$ cat src/include/ivtw_map.vh
/*
 * register indices, field positions, reset values and counts of the
 * interval timer and supervision block.
 * assumes: included by the design and bench files of this block only.
 */
`ifndef IVTW_MAP_VH
`define IVTW_MAP_VH

// register indices; byte address is four times the index
`define IVTW_IDX_SUP_CLEAR 10'h0cc
`define IVTW_IDX_MODE 10'h0d8
`define IVTW_IDX_COUNT 10'h0d9
`define IVTW_IDX_IRQ_STATUS 10'h0f0
`define IVTW_IDX_IRQ_CLEAR 10'h0f1
`define IVTW_IDX_IRQ_ENABLE 10'h0f2

// mode register fields
`define IVTW_MODE_RUN_BIT 7
`define IVTW_MODE_RATE_MSB 6
`define IVTW_MODE_RATE_LSB 4

// interrupt status bits
`define IVTW_IRQ_TIMER_BIT 0
`define IVTW_IRQ_WAKE_BIT 1
`define IVTW_IRQ_BITS 2

// reset values
`define IVTW_MODE_RESET 8'h00
`define IVTW_COUNT_RESET 8'h00
`define IVTW_SUP_CLEAR_RESET 8'h00

// supervision clear key and overflow length in oscillator periods
`define IVTW_SUP_CLEAR_KEY 8'h5a
`define IVTW_SUP_PERIODS 8192
`define IVTW_SUP_WIDTH 13

// bus answers
`define IVTW_RESP_OKAY 2'b00
`define IVTW_RESP_SLVERR 2'b10

`endif

$ cat src/ivtw_supervisor.v
/*
 * supervision counter: counts periods of the low-speed oscillator and
 * asks for a chip reset on overflow unless cleared in time.
 * assumes: osc_low is an asynchronous pin; option inputs are fixed
 * straps; clear_pulse is one clk_sys cycle long.
 */
`include "ivtw_map.vh"

module ivtw_supervisor
#(
    parameter PERIODS = `IVTW_SUP_PERIODS,
    parameter WIDTH = `IVTW_SUP_WIDTH
)
(
    // clock and reset
    input wire clk_sys,
    input wire resetn,
    // oscillator and options
    input wire osc_low,
    input wire sup_enable,
    input wire sup_always_on,
    input wire chip_sleep,
    // control and result
    input wire clear_pulse,
    output reg chip_reset_req_reg,
    output reg [WIDTH-1:0] count_reg
);

    reg sync1_reg;
    reg sync2_reg;
    reg sync3_reg;
    reg osc_level_reg;
    wire osc_rise;
    wire counting;

    ////////////////////////////////////////////////////////////////////
    // three-stage synchroniser; the level is accepted only once the
    // second and third stage agree, so a single glitch never counts
    always @(posedge clk_sys or negedge resetn)
    begin
        if (!resetn)
        begin
            sync1_reg <= 1'b0;
            sync2_reg <= 1'b0;
            sync3_reg <= 1'b0;
            osc_level_reg <= 1'b0;
        end
        else
        begin
            sync1_reg <= osc_low;
            sync2_reg <= sync1_reg;
            sync3_reg <= sync2_reg;
            if (sync2_reg == sync3_reg)
                osc_level_reg <= sync3_reg;
        end
    end

    // one oscillator period per accepted rising edge
    assign osc_rise = (sync2_reg == sync3_reg) && sync3_reg && !osc_level_reg;

    // paused in sleep unless the always-running option is strapped
    assign counting = sup_enable && (sup_always_on || !chip_sleep);

    ////////////////////////////////////////////////////////////////////
    // binary up counter; overflow after the last of PERIODS ticks
    always @(posedge clk_sys or negedge resetn)
    begin
        if (!resetn)
        begin
            count_reg <= {WIDTH{1'b0}};
            chip_reset_req_reg <= 1'b0;
        end
        else
        begin
            chip_reset_req_reg <= 1'b0;
            if (clear_pulse || !sup_enable)
                count_reg <= {WIDTH{1'b0}};
            else if (counting && osc_rise)
            begin
                if (count_reg == PERIODS[WIDTH-1:0] - 1'b1)
                begin
                    count_reg <= {WIDTH{1'b0}};
                    chip_reset_req_reg <= 1'b1;
                end
                else
                    count_reg <= count_reg + 1'b1;
            end
        end
    end

endmodule // ivtw_supervisor

$ cat src/ivtw_top.v
/*
 * interval timer and supervision unit behind an AXI4-Lite slave:
 * 8-bit prescaled up timer with request flag and green-mode wake, and
 * a supervision counter fed by the low-speed oscillator.
 * assumes: one clock clk_sys; osc_low is an asynchronous pin; the
 * option straps are stable; chip_reset_req is acted on by chip reset.
 */
// The AXI4-Lite slave port was chosen for this implementation.
// Behaviour
// - the supervision counter counts up and its overflow resets the whole chip.
// - it overflows after 8192 oscillator periods since its last clear or reset.
// - it runs only from the low-speed oscillator, enabled by a strap, not a register.
// - with the always-running strap it keeps counting in power-down and green mode.
// - writing 0x5a to the write-only clear register restarts it at zero.
// - the timer is an 8-bit up counter that keeps counting past ff and pulses on wrap.
// - with the run bit set, a timer wrap wakes the chip from green mode.
// - rate field bits 6:4 pick the count clock, divide by 256 at 000 down to 2 at 111.
// - mode bit 7 starts and stops the timer; all mode bits reset to zero.
// - the count register is readable and writable at any time and resets to zero.
// - every wrap sets the request flag; the interrupt fires only when enabled.
`include "ivtw_map.vh"

module ivtw_top
(
    // clock and reset
    input wire clk_sys,
    input wire resetn,
    // axi4-lite write address
    input wire [11:0] s_axi_awaddr,
    input wire s_axi_awvalid,
    output reg s_axi_awready,
    // axi4-lite write data
    input wire [31:0] s_axi_wdata,
    input wire [3:0] s_axi_wstrb,
    input wire s_axi_wvalid,
    output reg s_axi_wready,
    // axi4-lite write response
    output reg [1:0] s_axi_bresp,
    output reg s_axi_bvalid,
    input wire s_axi_bready,
    // axi4-lite read address
    input wire [11:0] s_axi_araddr,
    input wire s_axi_arvalid,
    output reg s_axi_arready,
    // axi4-lite read data
    output reg [31:0] s_axi_rdata,
    output reg [1:0] s_axi_rresp,
    output reg s_axi_rvalid,
    input wire s_axi_rready,
    // oscillator, straps and power state
    input wire osc_low,
    input wire sup_enable,
    input wire sup_always_on,
    input wire chip_sleep,
    // chip-level outputs
    output wire chip_reset_req,
    output reg green_wake,
    output reg irq
);

    ////////////////////////////////////////////////////////////////////
    // helpers

    // prescaler mask: divisor is 256 >> rate, tick when low bits all set
    function [7:0] rate_mask;
        input [2:0] rate;
        begin
            rate_mask = 8'hff >> rate;
        end
    endfunction

    // true when a word address hits a register index
    function hit;
        input [11:0] addr;
        input [9:0] index;
        begin
            hit = (addr[11:2] == index);
        end
    endfunction

    // true for every index that is mapped
    function mapped;
        input [11:0] addr;
        begin
            mapped = hit(addr, `IVTW_IDX_SUP_CLEAR) || hit(addr, `IVTW_IDX_MODE) ||
                hit(addr, `IVTW_IDX_COUNT) || hit(addr, `IVTW_IDX_IRQ_STATUS) ||
                hit(addr, `IVTW_IDX_IRQ_CLEAR) || hit(addr, `IVTW_IDX_IRQ_ENABLE);
        end
    endfunction

    ////////////////////////////////////////////////////////////////////
    // declarations

    reg [11:0] waddr_reg;
    reg [7:0] wbyte_reg;
    reg wlane_reg;
    reg aw_held_reg;
    reg w_held_reg;
    wire do_write;
    wire wr_lane;

    reg [7:0] mode_reg;
    reg [7:0] count_reg;
    reg [7:0] pre_reg;
    reg [`IVTW_IRQ_BITS-1:0] status_reg;
    reg [`IVTW_IRQ_BITS-1:0] enable_reg;
    reg [`IVTW_IRQ_BITS-1:0] status_next;
    reg [`IVTW_IRQ_BITS-1:0] set_mask;
    reg [`IVTW_IRQ_BITS-1:0] clr_mask;
    reg sup_clear_reg;

    wire run;
    wire [2:0] rate;
    wire tick;
    wire count_write;
    wire wrap;
    wire [`IVTW_SUP_WIDTH-1:0] sup_count;
    reg [31:0] rd_word;

    ////////////////////////////////////////////////////////////////////
    // write channel: address and data are taken in either order and
    // held; the write happens once both are in and no answer is pending
    always @(posedge clk_sys or negedge resetn)
    begin
        if (!resetn)
        begin
            s_axi_awready <= 1'b1;
            s_axi_wready <= 1'b1;
            aw_held_reg <= 1'b0;
            w_held_reg <= 1'b0;
            waddr_reg <= 12'h000;
            wbyte_reg <= 8'h00;
            wlane_reg <= 1'b0;
            s_axi_bvalid <= 1'b0;
            s_axi_bresp <= `IVTW_RESP_OKAY;
        end
        else
        begin
            if (s_axi_awvalid && s_axi_awready)
            begin
                waddr_reg <= s_axi_awaddr;
                aw_held_reg <= 1'b1;
                s_axi_awready <= 1'b0;
            end
            if (s_axi_wvalid && s_axi_wready)
            begin
                wbyte_reg <= s_axi_wdata[7:0];
                wlane_reg <= s_axi_wstrb[0];
                w_held_reg <= 1'b1;
                s_axi_wready <= 1'b0;
            end
            if (do_write)
            begin
                aw_held_reg <= 1'b0;
                w_held_reg <= 1'b0;
                s_axi_awready <= 1'b1;
                s_axi_wready <= 1'b1;
                s_axi_bvalid <= 1'b1;
                s_axi_bresp <= mapped(waddr_reg) ? `IVTW_RESP_OKAY : `IVTW_RESP_SLVERR;
            end
            else if (s_axi_bvalid && s_axi_bready)
                s_axi_bvalid <= 1'b0;
        end
    end

    assign do_write = aw_held_reg && w_held_reg && !s_axi_bvalid;
    // registers are eight bits wide, so only byte lane 0 stores
    assign wr_lane = do_write && wlane_reg;

    ////////////////////////////////////////////////////////////////////
    // mode register: run bit and rate field
    always @(posedge clk_sys or negedge resetn)
    begin
        if (!resetn)
            mode_reg <= `IVTW_MODE_RESET;
        else if (wr_lane && hit(waddr_reg, `IVTW_IDX_MODE))
            mode_reg <= {wbyte_reg[7:4], 4'h0};
    end

    assign run = mode_reg[`IVTW_MODE_RUN_BIT];
    assign rate = mode_reg[`IVTW_MODE_RATE_MSB:`IVTW_MODE_RATE_LSB];

    ////////////////////////////////////////////////////////////////////
    // prescaler: free count of clk_sys cycles while running, cleared on
    // stop so that the first interval after a start is a full one
    always @(posedge clk_sys or negedge resetn)
    begin
        if (!resetn)
            pre_reg <= 8'h00;
        else if (run)
            pre_reg <= pre_reg + 8'h01;
        else
            pre_reg <= 8'h00;
    end

    assign tick = run && ((pre_reg & rate_mask(rate)) == rate_mask(rate));

    ////////////////////////////////////////////////////////////////////
    // timer count: a software write takes priority over the increment,
    // so a load in the same cycle as a wrap suppresses that wrap
    assign count_write = wr_lane && hit(waddr_reg, `IVTW_IDX_COUNT);
    assign wrap = tick && (count_reg == 8'hff) && !count_write;

    always @(posedge clk_sys or negedge resetn)
    begin
        if (!resetn)
            count_reg <= `IVTW_COUNT_RESET;
        else if (count_write)
            count_reg <= wbyte_reg;
        else if (tick)
            count_reg <= count_reg + 8'h01;
    end

    ////////////////////////////////////////////////////////////////////
    // green-mode wake pulse, one cycle after the wrap
    always @(posedge clk_sys or negedge resetn)
    begin
        if (!resetn)
            green_wake <= 1'b0;
        else
            green_wake <= wrap && run;
    end

    ////////////////////////////////////////////////////////////////////
    // interrupt status: sticky, write-one-to-clear, a set in the same
    // cycle as its clear wins so no wrap is ever lost
    always @*
    begin
        set_mask = {`IVTW_IRQ_BITS{1'b0}};
        set_mask[`IVTW_IRQ_TIMER_BIT] = wrap;
        set_mask[`IVTW_IRQ_WAKE_BIT] = wrap && run && chip_sleep;
        clr_mask = {`IVTW_IRQ_BITS{1'b0}};
        if (wr_lane && hit(waddr_reg, `IVTW_IDX_IRQ_CLEAR))
            clr_mask = wbyte_reg[`IVTW_IRQ_BITS-1:0];
        status_next = (status_reg & ~clr_mask) | set_mask;
    end

    always @(posedge clk_sys or negedge resetn)
    begin
        if (!resetn)
        begin
            status_reg <= {`IVTW_IRQ_BITS{1'b0}};
            enable_reg <= {`IVTW_IRQ_BITS{1'b0}};
        end
        else
        begin
            status_reg <= status_next;
            if (wr_lane && hit(waddr_reg, `IVTW_IDX_IRQ_ENABLE))
                enable_reg <= wbyte_reg[`IVTW_IRQ_BITS-1:0];
        end
    end

    // level output, follows the status one cycle later
    always @(posedge clk_sys or negedge resetn)
    begin
        if (!resetn)
            irq <= 1'b0;
        else
            irq <= |(status_reg & enable_reg);
    end

    ////////////////////////////////////////////////////////////////////
    // supervision clear: only the exact key restarts the counter; any
    // other value is accepted on the bus and ignored
    always @(posedge clk_sys or negedge resetn)
    begin
        if (!resetn)
            sup_clear_reg <= 1'b0;
        else
            sup_clear_reg <= wr_lane && hit(waddr_reg, `IVTW_IDX_SUP_CLEAR) &&
                (wbyte_reg == `IVTW_SUP_CLEAR_KEY);
    end

    ivtw_supervisor
    #(
        .PERIODS(`IVTW_SUP_PERIODS),
        .WIDTH(`IVTW_SUP_WIDTH)
    )
    u_supervisor
    (
        .clk_sys(clk_sys),
        .resetn(resetn),
        .osc_low(osc_low),
        .sup_enable(sup_enable),
        .sup_always_on(sup_always_on),
        .chip_sleep(chip_sleep),
        .clear_pulse(sup_clear_reg),
        .chip_reset_req_reg(chip_reset_req),
        .count_reg(sup_count)
    );

    ////////////////////////////////////////////////////////////////////
    // read decode; write-only registers and reserved bits read as zero
    always @*
    begin
        rd_word = 32'h00000000;
        if (hit(s_axi_araddr, `IVTW_IDX_MODE))
            rd_word[7:0] = mode_reg;
        else if (hit(s_axi_araddr, `IVTW_IDX_COUNT))
            rd_word[7:0] = count_reg;
        else if (hit(s_axi_araddr, `IVTW_IDX_IRQ_STATUS))
            rd_word[`IVTW_IRQ_BITS-1:0] = status_reg;
        else if (hit(s_axi_araddr, `IVTW_IDX_IRQ_ENABLE))
            rd_word[`IVTW_IRQ_BITS-1:0] = enable_reg;
    end

    ////////////////////////////////////////////////////////////////////
    // read channel: one outstanding read, data one cycle after address
    always @(posedge clk_sys or negedge resetn)
    begin
        if (!resetn)
        begin
            s_axi_arready <= 1'b1;
            s_axi_rvalid <= 1'b0;
            s_axi_rdata <= 32'h00000000;
            s_axi_rresp <= `IVTW_RESP_OKAY;
        end
        else if (s_axi_arvalid && s_axi_arready)
        begin
            s_axi_arready <= 1'b0;
            s_axi_rvalid <= 1'b1;
            s_axi_rdata <= rd_word;
            s_axi_rresp <= mapped(s_axi_araddr) ? `IVTW_RESP_OKAY : `IVTW_RESP_SLVERR;
        end
        else if (s_axi_rvalid && s_axi_rready)
        begin
            s_axi_rvalid <= 1'b0;
            s_axi_arready <= 1'b1;
        end
    end

endmodule // ivtw_top

$ cat config.mk
export PLATFORM = sky130hd
export DESIGN_NAME = ivtw_top
export DESIGN_NICKNAME = d
export VERILOG_FILES = /design/src/ivtw_supervisor.v /design/src/ivtw_top.v
export VERILOG_INCLUDE_DIRS = /design/src /design/src/include
export SDC_FILE = /design/constraint.sdc
export NUM_CORES = 1
export LEC_CHECK = 0
export ABC_AREA = 1
export BUFFER_PORTS_ARGS = -buffer_cell sky130_fd_sc_hd__buf_2
export CORE_MARGIN = 4
export CORE_UTILIZATION = 57
export CTS_CLUSTER_DIAMETER = 100
export DETAILED_ROUTE_END_ITERATION = 16
export GPL_TIMING_DRIVEN = 0
export PLACE_DENSITY = 0.87
export SLEW_MARGIN = 20
export SYNTH_ARGS = -nofsm -noshare
export SYNTH_HDL_FRONTEND = slang
export SYNTH_SLANG_ARGS = --single-unit
$ cat constraint.sdc
create_clock -name clk_sys -period 2.45 [get_ports clk_sys]
set_input_delay 0.245 -clock clk_sys [delete_from_list [all_inputs] [get_ports clk_sys]]
set_output_delay 0.245 -clock clk_sys [all_outputs]
set_load 0.02 [all_outputs]
After elaboration in Yosys (flattened, before gate mapping)
Index checks and enable logic that the tools add are counted.

Flip-flop bits (word level): 85. Bits of input ports: 71. Output and inout bits: 44. Word-level logic and storage cells: 131.

$add $sub $neg: 3. Equality and inequality tests: 17. Shifts and indexed selects: 1. Mux-type cells: 31. Bitwise logic cells: 5. Reductions and logical operators: 47.

Operator list (number): $eq 10x8->1 const B (12); $mux 13 (3); $mux 8 (4); $logic_and 1x1->1 (23); $mux 1 (17); $add 8x1->8 const B (2); $add 13x1->13 const B (1); $eq 13x13->1 const B (1); $logic_or 1x1->1 (12); $mux 2 (6); $reduce_bool 2->1 (6); $and 8x8->8 (1); $eq 8x7->1 const B (1); $eq 8x8->1 (1); $eq 8x8->1 const B (1); $shr 8x3->8 const A (1); $mux 6 (1); $logic_not 1->1 (5); $and 2x2->2 (2); $not 2->2 (1); $or 2x2->2 (1); $reduce_or 2->1 (1); $eq 1x1->1 (1).

Depth between registers and ports, before layout
Depth after elaboration: 9. Gate-level depth with buffers: 10. Gate-level depth less buffers: 10.

Hierarchy
Synthesis repeated with hierarchy kept, for this count alone.

Cell total of the unflattened synthesis: 582. Area, all modules: 4426.7 um^2.

Modules (own cells, without submodules): ivtw_top (times used 1, cells each 445, area each 3420.8 um^2, seq. area each 1580.3 um^2); ivtw_supervisor (times used 1, cells each 137, area each 1006.0 um^2, seq. area each 450.4 um^2).

Worst setup path before layout
Ideal clock, no wire load.

Path type: reg2reg. From: register s_axi_bvalid. To: register enable_reg[0]. Library setup time: 122 ps. Data arrival time: 1244 ps. Required time: 2328 ps. Path slack: 1084 ps. Cell stages (with the launch flop): 8. Path buffers: 1. Period minus slack after synthesis: 1366 ps. Cells stage by stage: dfrtp_1 inv_1 nand4_1 inv_1 buf_4 nand4_1 nand2_1 o21ai_1.

Cells in the longest elaborated chain, start to end: 4.

RTL lines: from (decl) (line ivtw_top.v:39) `output reg s_axi_bvalid,`; from (signal assigned) (line ivtw_top.v:134) `s_axi_bvalid <= 1'b0;`; from (signal assigned) (line ivtw_top.v:158) `s_axi_bvalid <= 1'b1;`; from (signal assigned) (line ivtw_top.v:162) `s_axi_bvalid <= 1'b0;`; $logic_not 1->1 (line ivtw_top.v:166) `assign do_write = aw_held_reg && w_held_reg && !s_axi_bvalid;`; $logic_and 1x1->1 (line ivtw_top.v:166); $logic_and 1x1->1 (line ivtw_top.v:168) `assign wr_lane = do_write && wlane_reg;`; $logic_and 1x1->1 (line ivtw_top.v:248) `` if (wr_lane && hit(waddr_reg, `IVTW_IDX_IRQ_ENABLE)) ``; to (signal assigned) (line ivtw_top.v:243) `` enable_reg <= {`IVTW_IRQ_BITS{1'b0}}; ``; to (signal assigned) (line ivtw_top.v:249) `` enable_reg <= wbyte_reg[`IVTW_IRQ_BITS-1:0]; ``; to (decl) (line ivtw_top.v:106) `` reg [`IVTW_IRQ_BITS-1:0] enable_reg; ``.

Every way passes these cells. A chain may end at the register's enable or synchronous reset.

Final worst setup path
From: register waddr_reg[11]. To: register status_reg[0].

Cells in the longest elaborated chain, start to end: 6. Elaborated cells on any way between the ends: 10. Classes of those cells: eq/ne (2); mux (1); bitwise (3); reduce/logical (4).

RTL lines: from (decl) (line ivtw_top.v:94) `reg [11:0] waddr_reg;`; from (signal assigned) (line ivtw_top.v:141) `waddr_reg <= s_axi_awaddr;`; $eq 10x8->1 (line ivtw_top.v:77) `hit = (addr[11:2] == index);`; $logic_and 1x1->1 (line ivtw_top.v:233) `` if (wr_lane && hit(waddr_reg, `IVTW_IDX_IRQ_CLEAR)) ``; $mux 2 (line ivtw_top.v:233); $not 2->2 (line ivtw_top.v:235) `status_next = (status_reg & ~clr_mask) | set_mask;`; $and 2x2->2 (line ivtw_top.v:235); $or 2x2->2 * (line ivtw_top.v:235); via status_next[0] (line ivtw_top.v:107) `` reg [`IVTW_IRQ_BITS-1:0] status_next; ``; to (signal assigned) (line ivtw_top.v:242) `` status_reg <= {`IVTW_IRQ_BITS{1'b0}}; ``; to (signal assigned) (line ivtw_top.v:247) `status_reg <= status_next;`; to (decl) (line ivtw_top.v:105) `` reg [`IVTW_IRQ_BITS-1:0] status_reg; ``.

The timed path passes the listed nets; every way through them passes the cells marked *.

==> impl_results.md <==
* Status: completed
* H-tree levels at 3
* Asr flop ratio synth at 1.00
* Clk slew on worst S/H paths at 0.08 ns
* Initial detailed-routing violation count at 234
* Maximum clock path buffer count at 2
* Fill count at 617
* CTS Sinks at 81
* Pre-Repair DR Iteration Count at 6
* MaxCap Viol Count at 0
* Area grow syn2layout at 17.9%
* Synthesized area per cell at 7.70 sq um
* Share of cells above drive strength 1 at 0.182
* Setup Viol. Count Final at 0
* PD cells at 717 nW/um^2
* Largest net degree at the start of global routing at 54
* GRT Util Overall at 0.227
* Max-slew violation count at 0
* Initial Util at 0.588
* IO Count at 115
* Final period utilization at 0.652
* P_leak at 2.74 nW
* Met2 WL at 4760 um
* Mapped Cells at 557
* DRT met1 WL at 3870 um
* Final wirelength at 9460 um
* Post-synthesis sequential area ratio at 0.474
* Post-route DRC at 0
* CP endpoint kind: flip-flop
* XOR/XNOR Fraction of Synth Area at 0.0143
* Avg WL per Cell at 12.5 um
* # nets final at 728
* Largest register FFs at 13
* Unrepaired setup endpoints after global routing: no
* Critical Path RT at 2.69 ns
* Port-buffer cells at 57
* VDD IR max at 0.558 mV
* Post-synth EDFFs at 0
* ANT cells at 0
* DIE HEIGHT at 94.7 um
* Adder-Cell Fraction of Synth Area at 0.0117
* Hold Path Class: input pin to flip-flop
* Post-CTS resize count at 0
* CTS tree: built
* Commonest cells post-synth: nand2_1 (175), dfrtp_1 (78), inv_1 (66)
* GR Overflow Total at 0
* Post-synthesis mux area share at 0
* Detail Placement HPWL at 7210 um
* Yosys Warn Count at 0
* CTS Hold Bufs at 2
* Count of different cell masters after synthesis at 32
* Most used flip-flop cell after synthesis: dfrtp_1
* Yosys top cell area share at 0.455
* Combinational family with the most area after synthesis: simple AND/OR/NAND/NOR gates
* Worst-skew pair later-pin latency at 0.35 ns
* Met3 WL at 658 um
* Gp weighted congestion at 0.827
* Initial antenna violation count at 0
* Fmax at 626 MHz
* Via count at 3901
* Compound-Gate Fraction of Synth Area at 0.0604
* Highest routed layer: met4
* Via density at 5.15
* Setup TNS at 0 ns
* CTS Buf Count at 9
* Skew final at 0.00806 ns
* Simple-gate area share of the yosys netlist at 0.323
* Critical path class: flip-flop to flip-flop
* Vias in the first global route at 3630
* Core Rows at 31
* Hold Fails Final Rpt at 0
* Die Wd at 94.7 um
* Tmin final at 1.60 ns
* Post-CTS Setup Inserts at 0
* FF+latch count, synth at 81
* Cell Area, Synth at 4290 sq um
* Worst-path maximum fanout at 5
* First-pass GRT wire length at 16200 um
* Crit start category: flip-flop
* Root Buffer Master: clkbuf_8
* Core area at 7290 sq um
* DRT antenna net count at 0
* Synth area leaders: dfrtp_1 (46%), nand2_1 (15%), inv_1 (5.8%)
* Die footprint at 8970 sq um
* Most frequent cell after synthesis: nand2_1
* Crit path DAT at 1.83 ns
* Largest area contributor in the netlist: dfrtp_1
* Final Util at 0.693
## area by class of cell
| type | count | area (sq um) | area share |
|---|---|---|---|
| timing repair buffer | 60 | 335 | 0.0664 |
| clock inverter | 5 | 62.6 | 0.0124 |
| inverter | 67 | 251 | 0.0498 |
| sequential | 81 | 2030 | 0.402 |
| buffer | 35 | 246 | 0.0488 |
| tap | 99 | 124 | 0.0245 |
| clock buffer | 11 | 151 | 0.0300 |
| multi-input combinational | 399 | 1850 | 0.366 |
## worst paths after layout
kind | startpoint | to | slack (ns) | depth (start not counted)
hold reg to reg | u_supervisor.sync1_reg | u_supervisor.sync2_reg | 0.36 | 0
hold / removal | s_axi_wvalid | s_axi_wready | 0.04 | 2
setup reg to reg | waddr_reg[11] | status_reg[0] | 0.85 | 6
max in group asynchronous | resetn | s_axi_arready | 1.47 | 3
setup / recovery | waddr_reg[11] | status_reg[0] | 0.85 | 6
min in group asynchronous | resetn | u_supervisor.count_reg[2] | 0.36 | 2
## layer usage
metal | GRT usage | vias up
met5 | 0 | -
li1 | - | 1931
met4 | 0.0853 | 0
met1 | 0.279 | 1806
met3 | 0.0534 | 19
met2 | 0.388 | 145
## worst max-delay path, cell delays in order, from the launching register on
cell	delay, ns
dfrtp_1	0.39
nor2_2	0.28
nand3_1	0.13
nor2_1	0.24
nand3_1	0.17
o21ai_0	0.19
nand2_1	0.07
## through the flow
step                worst slack [ns]  hold slack, ns  cell area (sq um)  instances  total power [mW]
global route                   0.728          0.0496               5050        757              3.85
finish                         0.854          0.0448               5050        757              3.62
global placement               0.590           0.337               4790        738              2.58
CTS                            0.883          0.0314               5050        757              3.65
detailed placement             0.902           0.200               4820        739              2.63
floorplan                       1.08         -0.0506               4380        582              2.34
## kinds of logic (layout without fill, tap and decap cells)
| family | Yosys count | in the layout |
|---|---|---|
| AO/OA/AOI/OAI | 47 | 47 |
| XOR/XNOR | 7 | 7 |
| adder cells (fa/ha/maj) | 4 | 4 |
| buffers and inverters | 102 | 178 |
| flip-flops | 81 | 81 |
| other | 1 | 26 |
| AND/OR/NAND/NOR | 315 | 315 |
## power by group
part	internal, mW	leakage [nW]	switching (mW)
Combinational	0.274	1.58	0.588
Clock	0.531	0.102	0.477
Sequential	1.58	1.06	0.175
## placed cells by master, fill, tap and decap left out, types with 26 or more instances in the layout
| master | Yosys | routed |
|---|---|---|
| nand3_1 | 37 | 37 |
| nand4_1 | 29 | 29 |
| nor2_1 | 49 | 49 |
| nand2_1 | 175 | 175 |
| dfrtp_1 | 78 | 78 |
| conb_1 | 1 | 26 |
| o21ai_0 | 34 | 34 |
| buf_4 | 28 | 29 |
| inv_1 | 66 | 66 |
| buf_2 | 2 | 58 |
Note: power is estimated with default switching activity, not from simulation.
